File: src/hdl/spc_defs.svh
// Register offsets, field positions, reset values and timing counts of the sleep controller
// Included by the controller and the testbench; definitions only
`ifndef SPC_DEFS_SVH
`define SPC_DEFS_SVH
`define SPC_CORE_CTRL_OFS 4'h0
`define SPC_CLK_GATE_OFS 4'h4
`define SPC_STATUS_OFS 4'h8
`define SPC_SE_BIT 5
`define SPC_SM_HI 4
`define SPC_SM_LO 3
`define SPC_CORE_CTRL_MASK 8'hfb
`define SPC_CLK_GATE_MASK 8'h0f
`define SPC_CORE_CTRL_RST 8'h00
`define SPC_CLK_GATE_RST 8'h00
`define SPC_TIM1_BIT 3
`define SPC_TIM0_BIT 2
`define SPC_SER_BIT 1
`define SPC_ADC_BIT 0
`define SPC_WAKE_HALT_CYC 4'h4
`define SPC_STBY_WAKE_CYC 4'h6
`define SPC_STARTUP_CYC 4'h8
`endif

File: src/hdl/spc_pkg.sv
// Types shared by the sleep controller
// Assumes spc_defs.svh is on the include path
package spc_pkg;
    typedef enum logic [1:0] {
        SPC_MODE_IDLE,
        SPC_MODE_ADCNR,
        SPC_MODE_PDOWN,
        SPC_MODE_STBY
    } spc_mode_t;
    typedef enum logic [1:0] {
        SPC_ST_RUN,
        SPC_ST_SLEEP,
        SPC_ST_WAKE
    } spc_state_t;
endpackage

File: src/hdl/spc_sleep_ctrl.sv
// Sleep mode and peripheral clock gate controller with an Avalon-MM register slave
// Assumes the core pulses sleep_instr_i and that all inputs are synchronous to mclk_i
//
// The address map and the Avalon-MM register port are this design's own decisions.
`timescale 1ns/1ps
`include "spc_defs.svh"
module spc_sleep_ctrl (
    input wire logic mclk_i,
    input wire logic rst_n_i,
    input wire logic [3:0] avs_address_i,
    input wire logic avs_read_i,
    input wire logic avs_write_i,
    input wire logic [31:0] avs_writedata_i,
    output logic [31:0] avs_readdata_o,
    output logic avs_waitrequest_o,
    input wire logic sleep_instr_i,
    input wire logic crystal_clk_i,
    input wire logic any_reset_i,
    input wire logic irq_enabled_i,
    input wire logic irq_adc_done_i,
    input wire logic irq_spm_ee_i,
    input wire logic irq_external_interrupt_zero_level_i,
    input wire logic irq_pin_change_i,
    input wire logic irq_wdt_i,
    input wire logic irq_other_io_i,
    input wire logic adc_enabled_i,
    input wire logic wdt_enabled_i,
    input wire logic bod_enabled_i,
    input wire logic acmp_bandgap_i,
    input wire logic [3:0] periph_sel_i,
    output logic cpu_clk_en_o,
    output logic flash_clk_en_o,
    output logic io_clk_en_o,
    output logic adc_clk_en_o,
    output logic osc_en_o,
    output logic timer1_clk_en_o,
    output logic timer0_clk_en_o,
    output logic serial_clk_en_o,
    output logic adcp_clk_en_o,
    output logic periph_access_ok_o,
    output logic adc_start_o,
    output logic acmp_disable_o,
    output logic acmp_mux_block_o,
    output logic input_buf_off_o,
    output logic adc_keep_en_o,
    output logic wdt_keep_en_o,
    output logic bod_keep_en_o,
    output logic cpu_halt_o,
    output logic resume_o,
    output logic irq_service_o,
    output logic reset_vector_o
);
    import spc_pkg::*;

    typedef struct packed {
        logic [7:0] core_ctrl;
        logic [7:0] clk_gate;
        spc_state_t state;
        spc_mode_t mode;
        logic [3:0] cnt;
        logic [31:0] rdata;
        logic ack;
        logic adc_start;
        logic resume;
        logic irq_service;
        logic reset_vector;
        logic [4:0] clk_on;
    } spc_state_s_t;

    spc_state_s_t st_ff;
    spc_state_s_t nxt_st;
    logic wake_src;
    logic [3:0] gate_on;
    logic req;
    spc_mode_t sel_mode;

    assign req = avs_read_i | avs_write_i;
    assign sel_mode = spc_mode_t'(st_ff.core_ctrl[`SPC_SM_HI:`SPC_SM_LO]);

    // Wake sources depend on the mode that was entered
    always_comb begin
        wake_src = 1'b0;
        case (st_ff.mode)
            SPC_MODE_IDLE: wake_src = irq_enabled_i;
            SPC_MODE_ADCNR: wake_src = irq_adc_done_i | irq_spm_ee_i | irq_external_interrupt_zero_level_i
                                       | irq_pin_change_i | irq_wdt_i;
            SPC_MODE_PDOWN: wake_src = irq_external_interrupt_zero_level_i | irq_pin_change_i | irq_wdt_i;
            SPC_MODE_STBY: wake_src = irq_external_interrupt_zero_level_i | irq_pin_change_i | irq_wdt_i;
            default: wake_src = 1'b0;
        endcase
    end

    always_comb begin
        nxt_st = st_ff;
        nxt_st.ack = 1'b0;
        nxt_st.adc_start = 1'b0;
        nxt_st.resume = 1'b0;
        nxt_st.irq_service = 1'b0;
        nxt_st.reset_vector = 1'b0;
        // Register slave answers one cycle after the request is seen
        if (req && !st_ff.ack) begin
            nxt_st.ack = 1'b1;
            nxt_st.rdata = 32'h0000_0000;
            case (avs_address_i)
                `SPC_CORE_CTRL_OFS: begin
                    nxt_st.rdata[7:0] = st_ff.core_ctrl & `SPC_CORE_CTRL_MASK;
                end
                `SPC_CLK_GATE_OFS: begin
                    nxt_st.rdata[7:0] = st_ff.clk_gate & `SPC_CLK_GATE_MASK;
                end
                `SPC_STATUS_OFS: begin
                    nxt_st.rdata[1:0] = st_ff.state;
                    nxt_st.rdata[3:2] = st_ff.mode;
                end
                default: nxt_st.rdata = 32'h0000_0000;
            endcase
        end
        // A write lands only at the edge where the master sees waitrequest low
        if (avs_write_i && st_ff.ack) begin
            case (avs_address_i)
                `SPC_CORE_CTRL_OFS: begin
                    nxt_st.core_ctrl = avs_writedata_i[7:0] & `SPC_CORE_CTRL_MASK;
                end
                `SPC_CLK_GATE_OFS: begin
                    nxt_st.clk_gate = avs_writedata_i[7:0] & `SPC_CLK_GATE_MASK;
                end
                default: nxt_st.ack = 1'b0;
            endcase
        end
        case (st_ff.state)
            SPC_ST_RUN: begin
                if (sleep_instr_i && st_ff.core_ctrl[`SPC_SE_BIT]) begin
                    nxt_st.state = SPC_ST_SLEEP;
                    // Standby without a crystal falls back to power-down
                    if (sel_mode == SPC_MODE_STBY && !crystal_clk_i) begin
                        nxt_st.mode = SPC_MODE_PDOWN;
                    end else begin
                        nxt_st.mode = sel_mode;
                    end
                    nxt_st.adc_start = adc_enabled_i
                        && (sel_mode == SPC_MODE_IDLE || sel_mode == SPC_MODE_ADCNR);
                end else if (sleep_instr_i) begin
                    nxt_st.resume = 1'b1;
                end
            end
            SPC_ST_SLEEP: begin
                if (wake_src) begin
                    nxt_st.state = SPC_ST_WAKE;
                    if (st_ff.mode == SPC_MODE_PDOWN) begin
                        nxt_st.cnt = `SPC_STARTUP_CYC + `SPC_WAKE_HALT_CYC;
                    end else if (st_ff.mode == SPC_MODE_STBY) begin
                        nxt_st.cnt = `SPC_STBY_WAKE_CYC;
                    end else begin
                        nxt_st.cnt = `SPC_WAKE_HALT_CYC;
                    end
                end
            end
            SPC_ST_WAKE: begin
                if (st_ff.cnt == 4'h1) begin
                    nxt_st.state = SPC_ST_RUN;
                    nxt_st.irq_service = 1'b1;
                    nxt_st.resume = 1'b1;
                end
                nxt_st.cnt = st_ff.cnt - 4'h1;
            end
            default: nxt_st.state = SPC_ST_RUN;
        endcase
        // {cpu, flash, io, adc, osc} enables per state and mode
        nxt_st.clk_on = 5'h1f;
        if (nxt_st.state == SPC_ST_SLEEP) begin
            case (nxt_st.mode)
                SPC_MODE_IDLE: nxt_st.clk_on = 5'h07;
                SPC_MODE_ADCNR: nxt_st.clk_on = 5'h03;
                SPC_MODE_PDOWN: nxt_st.clk_on = 5'h00;
                SPC_MODE_STBY: nxt_st.clk_on = 5'h01;
                default: nxt_st.clk_on = 5'h1f;
            endcase
        end else if (nxt_st.state == SPC_ST_WAKE) begin
            nxt_st.clk_on = 5'h07;
        end
        // Reset wakes unconditionally and reloads core_ctrl and clk_gate with their reset values
        if (any_reset_i) begin
            nxt_st.state = SPC_ST_RUN;
            nxt_st.reset_vector = (st_ff.state != SPC_ST_RUN);
            nxt_st.core_ctrl = `SPC_CORE_CTRL_RST;
            nxt_st.clk_gate = `SPC_CLK_GATE_RST;
            nxt_st.clk_on = 5'h1f;
            nxt_st.resume = 1'b0;
            nxt_st.irq_service = 1'b0;
        end
    end

    always_ff @(posedge mclk_i or negedge rst_n_i) begin
        if (!rst_n_i) begin
            st_ff <= '{core_ctrl: `SPC_CORE_CTRL_RST, clk_gate: `SPC_CLK_GATE_RST,
                       state: SPC_ST_RUN, mode: SPC_MODE_IDLE, cnt: 4'h0,
                       rdata: 32'h0000_0000, clk_on: 5'h1f, default: 1'b0};
        end else begin
            st_ff <= nxt_st;
        end
    end

    // Gated clocks hold peripheral state, so clearing a bit resumes it while the io clock runs
    genvar gi;
    generate
        for (gi = 0; gi < 4; gi = gi + 1) begin : g_gate
            assign gate_on[gi] = ~st_ff.clk_gate[gi] & st_ff.clk_on[2];
        end
    endgenerate

    assign avs_waitrequest_o = req & ~st_ff.ack;
    assign avs_readdata_o = st_ff.rdata;
    assign cpu_clk_en_o = st_ff.clk_on[4];
    assign flash_clk_en_o = st_ff.clk_on[3];
    assign io_clk_en_o = st_ff.clk_on[2];
    assign adc_clk_en_o = st_ff.clk_on[1];
    assign osc_en_o = st_ff.clk_on[0];
    assign timer1_clk_en_o = gate_on[`SPC_TIM1_BIT];
    assign timer0_clk_en_o = gate_on[`SPC_TIM0_BIT];
    assign serial_clk_en_o = gate_on[`SPC_SER_BIT];
    assign adcp_clk_en_o = gate_on[`SPC_ADC_BIT];
    assign periph_access_ok_o = ~|(st_ff.clk_gate[3:0] & periph_sel_i);
    assign adc_start_o = st_ff.adc_start;
    assign acmp_mux_block_o = st_ff.clk_gate[`SPC_ADC_BIT];
    assign acmp_disable_o = (st_ff.state == SPC_ST_SLEEP) && !acmp_bandgap_i
        && (st_ff.mode == SPC_MODE_PDOWN || st_ff.mode == SPC_MODE_STBY);
    assign input_buf_off_o = ~st_ff.clk_on[2] & ~st_ff.clk_on[1];
    assign adc_keep_en_o = adc_enabled_i;
    assign wdt_keep_en_o = wdt_enabled_i;
    assign bod_keep_en_o = bod_enabled_i;
    assign cpu_halt_o = ~st_ff.clk_on[4];
    assign resume_o = st_ff.resume;
    assign irq_service_o = st_ff.irq_service;
    assign reset_vector_o = st_ff.reset_vector;
endmodule // spc_sleep_ctrl

File: config.mk
export PLATFORM = sky130hd
export DESIGN_NAME = spc_sleep_ctrl
export DESIGN_NICKNAME = d
export VERILOG_FILES = /design/src/hdl/spc_pkg.sv /design/src/hdl/spc_sleep_ctrl.sv
export VERILOG_INCLUDE_DIRS = /design/src /design/src/hdl
export SDC_FILE = /design/constraint.sdc
export NUM_CORES = 1
export LEC_CHECK = 0
export BUFFER_PORTS_ARGS = -buffer_cell sky130_fd_sc_hd__buf_2
export CAP_MARGIN = 40
export CORE_MARGIN = 2
export CORE_UTILIZATION = 45
export DETAILED_ROUTE_END_ITERATION = 6
export PLACE_DENSITY = 0.8
export SKIP_LAST_GASP = 1
export SYNTH_ARGS = -nofsm -noshare
export SYNTH_HDL_FRONTEND = slang
export SYNTH_SLANG_ARGS = --single-unit
File: constraint.sdc
create_clock -name mclk_i -period 4.9 [get_ports mclk_i]
set_clock_uncertainty 0.15 [all_clocks]
set_input_delay 0.735 -clock mclk_i [delete_from_list [all_inputs] [get_ports mclk_i]]
set_output_delay 0.735 -clock mclk_i [all_outputs]
set_load 0.05 [all_outputs]
* Word level (Yosys, flattened, before mapping)
Cells that the tools add are included.
** Storage, ports and cells
- Register bits after elaboration :: 38
- Bits in latches :: 0
- Bits in writable memories :: 0
- ROM bits :: 0
- Bits of input ports :: 58
- Output and inout port bits :: 54
- Logic and storage cells :: 111
- Memories kept :: 0
** Operators by class
- Add/subtract/negate cells :: 1
- Multiply operators :: 0
- Divide/modulo/power cells :: 0
- $lt $le $gt $ge :: 0
- Eq/ne operators :: 16
- Shifts and indexed selects :: 0
- Mux-type cells :: 31
- Bitwise gates (word level) :: 22
- Reduce and logical (&&, ||, !) cells :: 29
** Operators with widths (number)
- 2-to-1 mux 8 bit :: 3
- one-hot mux 5 bit (4 select lines) :: 1
- 2-to-1 mux 18 bit :: 1
- 2-to-1 mux 16 bit :: 1
- 2-to-1 mux 4 bit :: 4
- equality test 2 bit, second input constant :: 7
- 2-to-1 mux 2 bit :: 6
- one-hot mux 4 bit (3 select lines) :: 1
- equality test 2 x 1 -> 1 bit, second input constant :: 5
- 2-to-1 mux 5 bit :: 2
- nonzero test 2 bit :: 5
- logical NOT 2 bit :: 4
- 2-to-1 mux 1 bit :: 8
- NOT 1 bit :: 8
- one-hot mux 4 bit (2 select lines) :: 1
- logical AND 1 bit :: 7
- OR 1 bit :: 7
- AND 1 bit :: 6
- one-hot mux 2 bit (3 select lines) :: 1
- AND reduction 2 bit :: 3
- AND 4 bit :: 1
- equality test 4 x 1 -> 1 bit, second input constant :: 1
- equality test 4 x 3 -> 1 bit, second input constant :: 1
- equality test 4 bit, second input constant :: 1
- other kinds (9) :: 14

* Depth between registers and ports, before layout
Gate-level depths: netlist of the first run.
- Word-level depth :: 11
- Depth in mapped cells :: 9
- Depth with buffers taken out :: 8

* Worst setup path after synthesis of the first run
No wires, ideal clock.
- Path kind :: input -> output
- From :: input periph_sel_i[0]
- To :: output periph_access_ok_o
- Arrival :: 2.134 ns
- Setup slack :: 1.881 ns
- Stages on the path :: 2
- Path buffers :: 0
- Cell sequence :: a22o_1 a221oi_1
** Between the ends
- Word-level cells in the longest chain between the ends :: 3
** Ends and longest elaborated chain
- start: declaration :: RTL line spc_sleep_ctrl.sv:30 : input wire logic [3:0] periph_sel_i,
- AND 4 bit :: RTL line spc_sleep_ctrl.sv:222 : assign periph_access_ok_o = ~|(st_ff.clk_gate[3:0] & periph_sel_i);
- OR reduction 4 bit :: RTL line spc_sleep_ctrl.sv:222
- logical NOT 1 bit :: RTL line spc_sleep_ctrl.sv:222
- end: declaration :: RTL line spc_sleep_ctrl.sv:40 : output logic periph_access_ok_o,
Every way passes these cells.

* Worst setup path in the final report of the first run
- From :: input avs_write_i
- To :: output avs_waitrequest_o
** Between the ends
- Word-level cells in the longest chain between the ends :: 2
** Ends and longest elaborated chain
- start: declaration :: RTL line spc_sleep_ctrl.sv:12 : input wire logic avs_write_i,
- OR 1 bit :: RTL line spc_sleep_ctrl.sv:77 : assign req = avs_read_i | avs_write_i;
- AND 1 bit :: RTL line spc_sleep_ctrl.sv:211 : assign avs_waitrequest_o = req & ~st_ff.ack;
- end: declaration :: RTL line spc_sleep_ctrl.sv:15 : output logic avs_waitrequest_o,
Every way passes these cells.

==> impl_metrics.env, run 1 <==
export IMPL_htree_levels=2
export IMPL_clkTransAtPathRegs_ns=0.07
export IMPL_period_minus_slack_ns=2.498
export IMPL_crit_top_cell="buf_2"
export IMPL_wire_per_inst_um=13.13
export IMPL_status="completed"
export IMPL_grt_overflow=0
export IMPL_finalHoldViolCount=0
export IMPL_critPathMaxStageDelay_ns=0.38
export IMPL_drc=0
export IMPL_antenna_found_initial=0
export IMPL_required_ns=4.01
export IMPL_fillers=394
export IMPL_antenna_cells=0
export IMPL_maxSlewViolCount=0
export IMPL_clockBufferDepth=2
export IMPL_path_max_fanout=11
export IMPL_grt_pass1_vias=1329
export IMPL_hpwl_mm=2.925
export IMPL_portBuffers=58
export IMPL_timing_setup_tns_ns=0
export IMPL_netlist_area_um2=2084
export IMPL_finalNonFillerCells=299
export IMPL_largest_register="st_ff"
export IMPL_postSynthCellCount=201
export IMPL_yosys_warnings=0
export IMPL_powerDensity_nw_per_um2=331.2
export IMPL_ctsHoldBuffers=0
export IMPL_die_w_um=72.06
export IMPL_largest_reg_flops=17
export IMPL_synth_cell_types=47
export IMPL_synth_top_area_cell="dfrtp_1"
export IMPL_num_vias=1478
export IMPL_crit_buf_inv=3
export IMPL_nets=307
export IMPL_via_per_inst=4.943
export IMPL_drive_gt1_frac=0.3441
export IMPL_power_uw=786.4
export IMPL_ys_seq_elements=36
export IMPL_drt_iter0_markers=69
export IMPL_grt_pass1_wl_mm=6.099
export IMPL_coreArea_um2=4414
export IMPL_slew_headroom=0.4912
export IMPL_wirelength_mm=3.925
export IMPL_layout_commonest_cell="buf_2"
export IMPL_cts_tree="yes"
export IMPL_crit_type="in2out"
export IMPL_dp_cells=291
export IMPL_cts_buffers=5
export IMPL_die_h_um=72.06
export IMPL_start_util=0.4722
export IMPL_drtPass1Iterations=4
export IMPL_drv_cap=0
export IMPL_track_usage=0.1514
export IMPL_grt_max_degree=37
export IMPL_clock_sinks=36
export IMPL_critPathLaunchType="input port"
export IMPL_worst_pin_slew_ns=0.7632
export IMPL_ir_drop_mv=0.1522
export IMPL_rows=24
export IMPL_antenna_left=0
export IMPL_critPathCaptureType="output port"
export IMPL_area_growth_pct=13.93
export IMPL_rsz0062_at_grt="false"
export IMPL_syn_area_per_cell_um2=10.37
export IMPL_fin_crit_sh=0.5098
export IMPL_worstSkewPairLatency_ns=0.29
export IMPL_cts_setup_buffers=0
export IMPL_max_clock_freq_mhz=400.3
export IMPL_root_buffer="clkbuf_8"
export IMPL_dpl_cell_area_um2=2216
export IMPL_yosysTopAreaCellShare=0.3842
export IMPL_dieArea_um2=5193
export IMPL_crit_arrival_ns=1.61
export IMPL_holdCritPathClass="reg2reg"
export IMPL_crit_family="buffers and inverters"
export IMPL_cp_slowest_cell="or2_2"
export IMPL_cts_resized=0
export IMPL_yosys_top_cells_area="dfrtp_1, buf_4, mux2i_1, dfstp_2, nor2_1"
export IMPL_gp_congestion=0.7735
export IMPL_setup_viol=0
export IMPL_path_cells="buf_2, nor2_1, or2_2, inv_1, buf_2"
export IMPL_mostFrequentLayoutCells="buf_2, dfrtp_1, conb_1"
export IMPL_final_area_um2=2375
export IMPL_leakagePower_nw=1.263
export IMPL_ys_seq_area_frac=0.4346
export IMPL_io_pins=112
==> kinds of logic (layout without fill, tap and decap cells) <==
group,after synthesis,after routing,synth area share
simple gates,62,62,0.1759
buf+inv,50,73,0.1615
flops,36,36,0.4346
compound gates,31,31,0.1213
mux,15,15,0.07443
fa+ha+maj,3,3,0.01801
xor+xnor,3,3,0.01261
other cells,1,24,0.001799
==> final timing paths <==
kind,startpoint,to,slack (ns),cells past startpoint
hold reg to reg,avs_readdata_o[6]$_DFFE_PN0P_,avs_readdata_o[6]$_DFFE_PN0P_,0.35,1
setup / recovery,avs_write_i,avs_waitrequest_o,2.40,5
setup reg to reg,st_ff[43]$_DFFE_PN0P_,osc_en_o$_DFF_PN1_,2.73,8
min in group asynchronous,rst_n_i,avs_readdata_o[7]$_DFFE_PN0P_,0.37,1
hold / removal,avs_readdata_o[6]$_DFFE_PN0P_,avs_readdata_o[6]$_DFFE_PN0P_,0.35,1
max in group asynchronous,rst_n_i,st_ff[52]$_DFFE_PN0P_,3.75,1
==> synthesized netlist by cell type (all sizes together) <==
library cell	n
buf	41
dfrtp	32
nor2	24
mux2i	14
nand2	10
a22o	9
o21ai	9
inv	7
nor2b	7
dfstp	4
nor3	4
nor3b	4
a21oi	3
ha	3
or2	3
xnor2	3
a221oi	2
and2b	2
clkbuf	2
nand4	2
nor4	2
a22oi	1
a2bb2oi	1
a41oi	1
and3	1
conb	1
mux2	1
nand2b	1
nand4bb	1
o21a	1
o21ba	1
o22a	1
o31a	1
o31ai	1
or3	1
==> power by group <==
part / switching (mW) / total [mW] / internal [mW]
clock: 0.107 / 0.362 / 0.255
combinational: 0.0842 / 0.113 / 0.0287
sequential: 0.00724 / 0.312 / 0.305
total: 0.199 / 0.786 / 0.588
==> worst register-to-register path: stages (launching register included) <==
cell and delay, ns:
dfrtp_1 0.40, inv_1 0.14, ha_1 0.16, nor3b_1 0.41
o22a_4 0.24, ha_1 0.14, nor2b_1 0.17, nand2_1 0.08
or2_1 0.21
==> per-layer routing <==
metal | share of wire | up-vias | track usage
met5 | 0 | - | 0
met4 | 0.011 | 0 | 0.04403
met3 | 0.077 | 8 | 0.04444
met2 | 0.50 | 63 | 0.2548
met1 | 0.41 | 699 | 0.1886
li1 | - | 708 | -
==> layout make-up <==
| class | instances | area (um2) | area share |
|---|---|---|---|
| clock buffers | 5 | 68.82 | 0.02898 |
| repair buffers | 58 | 290.3 | 0.1222 |
| multi-input cells | 138 | 928.4 | 0.3909 |
| clock inverters | 3 | 90.09 | 0.03793 |
| well taps | 52 | 65.06 | 0.02740 |
| flip-flops and latches | 36 | 905.9 | 0.3815 |
| inverters | 7 | 26.28 | 0.01106 |
==> stage by stage <==
stage                     hold slack [ns]  setup slack [ns]    util
after floorplan                    0.2894             1.881       -
after global placement             0.3219             2.313  0.5020
after detailed placement           0.3418             2.273  0.5020
after CTS                          0.3577             2.402  0.5380
after global routing               0.3833             2.287  0.5380
final                              0.3527             2.402  0.5380
(Power assumes the default switching activity.)
==> inputs of run 2 (changes only) <==
Settings changed: CORE_UTILIZATION 45 to 41, PLACE_DENSITY 0.8 to 0.77.
Clock period 4.9 ns to 2.2 ns, I/O delays scaled along.
==> impl_metrics.env, run 2 (synthesized netlist as in run 1, its figures left out) <==
export IMPL_coreArea_um2=4817
export IMPL_period_minus_slack_ns=1.967
export IMPL_wire_per_inst_um=12.44
export IMPL_clock_sinks=36
export IMPL_largest_register="st_ff"
export IMPL_min_from="avs_writedata_i[4]"
export IMPL_start_util=0.4327
export IMPL_whs_ns=0.1425
export IMPL_drt_iter0_markers=29
export IMPL_hold_path_depth=3
export IMPL_finalHoldViolCount=0
export IMPL_layout_commonest_cell="buf_2"
export IMPL_worstReg2RegEnd="osc_en_o$_DFF_PN1_"
export IMPL_worst_pin_slew_ns=0.7707
export IMPL_hold_end="sel_mode[1]$_DFFE_PN0P_"
export IMPL_powerDensity_nw_per_um2=586.3
export IMPL_crit_buf_inv=1
export IMPL_critPathCaptureType="output port"
export IMPL_grt_pass1_wl_mm=6.341
export IMPL_die_w_um=75.31
export IMPL_fillers=485
export IMPL_final_util=0.4909
export IMPL_clockBufferDepth=2
export IMPL_crit_type="reg2out"
export IMPL_leakagePower_nw=1.252
export IMPL_critPathMaxStageDelay_ns=0.50
export IMPL_place_ws_ns=0.08714
export IMPL_num_vias=1445
export IMPL_root_buffer="clkbuf_8"
export IMPL_worstSkewPairLatency_ns=0.29
export IMPL_rows=25
export IMPL_antenna_cells=0
export IMPL_cp_slowest_cell="dfrtp_1"
export IMPL_crit_family="flip-flops"
export IMPL_fin_crit_sh=0.8940
export IMPL_layout_setup_ws_ns=0.2332
export IMPL_drtPass1Iterations=4
export IMPL_grt_overflow=0
export IMPL_cts_setup_buffers=0
export IMPL_wirelength_mm=3.956
export IMPL_mostFrequentLayoutCells="buf_2, dfrtp_1, conb_1"
export IMPL_grt_max_degree=37
export IMPL_drv_cap=0
export IMPL_status="completed"
export IMPL_ir_drop_mv=0.2488
export IMPL_holdCritPathClass="in2reg"
export IMPL_drive_gt1_frac=0.3586
export IMPL_slew_headroom=0.4862
export IMPL_die_h_um=75.31
export IMPL_clkTransAtPathRegs_ns=0.07
export IMPL_io_pins=112
export IMPL_htree_levels=2
export IMPL_area_growth_pct=13.45
export IMPL_nets=312
export IMPL_path_max_fanout=10
export IMPL_setup_viol=0
export IMPL_r2r_start="st_ff[47]$_DFF_PN0_"
export IMPL_multi_input_area_um2=939.7
export IMPL_rrSetupSlack_ns=0.30
export IMPL_antenna_left=0
export IMPL_dieArea_um2=5671
export IMPL_grt_pass1_vias=1428
export IMPL_via_per_inst=4.544
export IMPL_gp_congestion=0.8079
export IMPL_crit_arrival_ns=1.49
export IMPL_drc=0
export IMPL_cts_buffers=5
export IMPL_hpwl_mm=3.050
export IMPL_cts_tree="yes"
export IMPL_critPathLaunchType="flip-flop"
export IMPL_portBuffers=58
export IMPL_r2r_cells=8
export IMPL_timing_setup_tns_ns=0
export IMPL_seq_area_um2=907.1
export IMPL_required_ns=1.72
export IMPL_rsz0062_at_grt="false"
export IMPL_path_cells="and2b_1, nand2_1, nor2_1, buf_2"
export IMPL_largest_reg_flops=17
export IMPL_antenna_found_initial=0
export IMPL_max_clock_freq_mhz=508.4
export IMPL_maxSlewViolCount=0
export IMPL_track_usage=0.1505
run 2: changes by cell type in the layout (fill, tap and decap cells not counted), sizes merged:
cell,change
buf,+4
bufinv,-3
clkinv,+1
dlygate4sd3,+1
clkbuf,+1
run 2: area by class of cell:
type | count | area share
inverters | 7 | 0.01111
clock inverters | 1 | 0.002116
multi-input cells | 138 | 0.3974
repair buffers | 63 | 0.1397
well taps | 67 | 0.03545
flip-flops and latches | 36 | 0.3836
clock buffers | 6 | 0.03069
run 2: what timing repair did:
| action | 4_1_cts | 5_1_grt |
|---|---|---|
| endpoints found under the hold margin | 32 | 0 |
| resized for setup | 0 | 2 |
| hold buffers | 1 | 0 |
| setup endpoints to repair | 0 | 1 |
run 2: through the flow:
step	area, um2	instances	total power, mW
2_1_floorplan	2177	224	0.9424
3_3_place_gp	2271	310	0.9558
3_5_place_dp	2271	310	0.9615
4_1_cts	2359	318	1.399
5_1_grt	2365	318	1.451
6_report	2365	318	1.387
run 2: tightest hold or removal path: stages:
cell and delay (ns):
buf_2 0.08, mux2i_1 0.05, nor2_1 0.08
run 2: layer usage:
| metal | vias to the layer above | share of wire | GRT usage |
|---|---|---|---|
| li1 | 721 | - | - |
| met1 | 667 | 0.43 | 0.1716 |
| met2 | 49 | 0.48 | 0.2628 |
| met3 | 8 | 0.066 | 0.04762 |
| met4 | 0 | 0.019 | 0.05848 |
| met5 | - | 0 | 0 |
run 2: worst max-delay path by stage:
stage,slack [ns],cells past startpoint,startpoint,endpoint
CTS,0.14,8,st_ff[43]$_DFFE_PN0P_,osc_en_o$_DFF_PN1_
floorplan,0.17,2,acmp_mux_block_o$_DFFE_PN0P_,periph_access_ok_o
detailed placement,0.09,9,irq_external_interrupt_zero_level_i,osc_en_o$_DFF_PN1_
global route,0.08,8,st_ff[47]$_DFF_PN0_,osc_en_o$_DFF_PN1_
finish,0.23,4,st_ff[49]$_DFF_PN0_,acmp_disable_o
global placement,0.1,9,irq_external_interrupt_zero_level_i,osc_en_o$_DFF_PN1_
run 2: where the power goes:
part | total, mW | switching [mW] | internal [mW]
clock network | 0.435 | 0.220 | 0.215
registers | 0.696 | 0.0168 | 0.679
logic | 0.256 | 0.189 | 0.0665
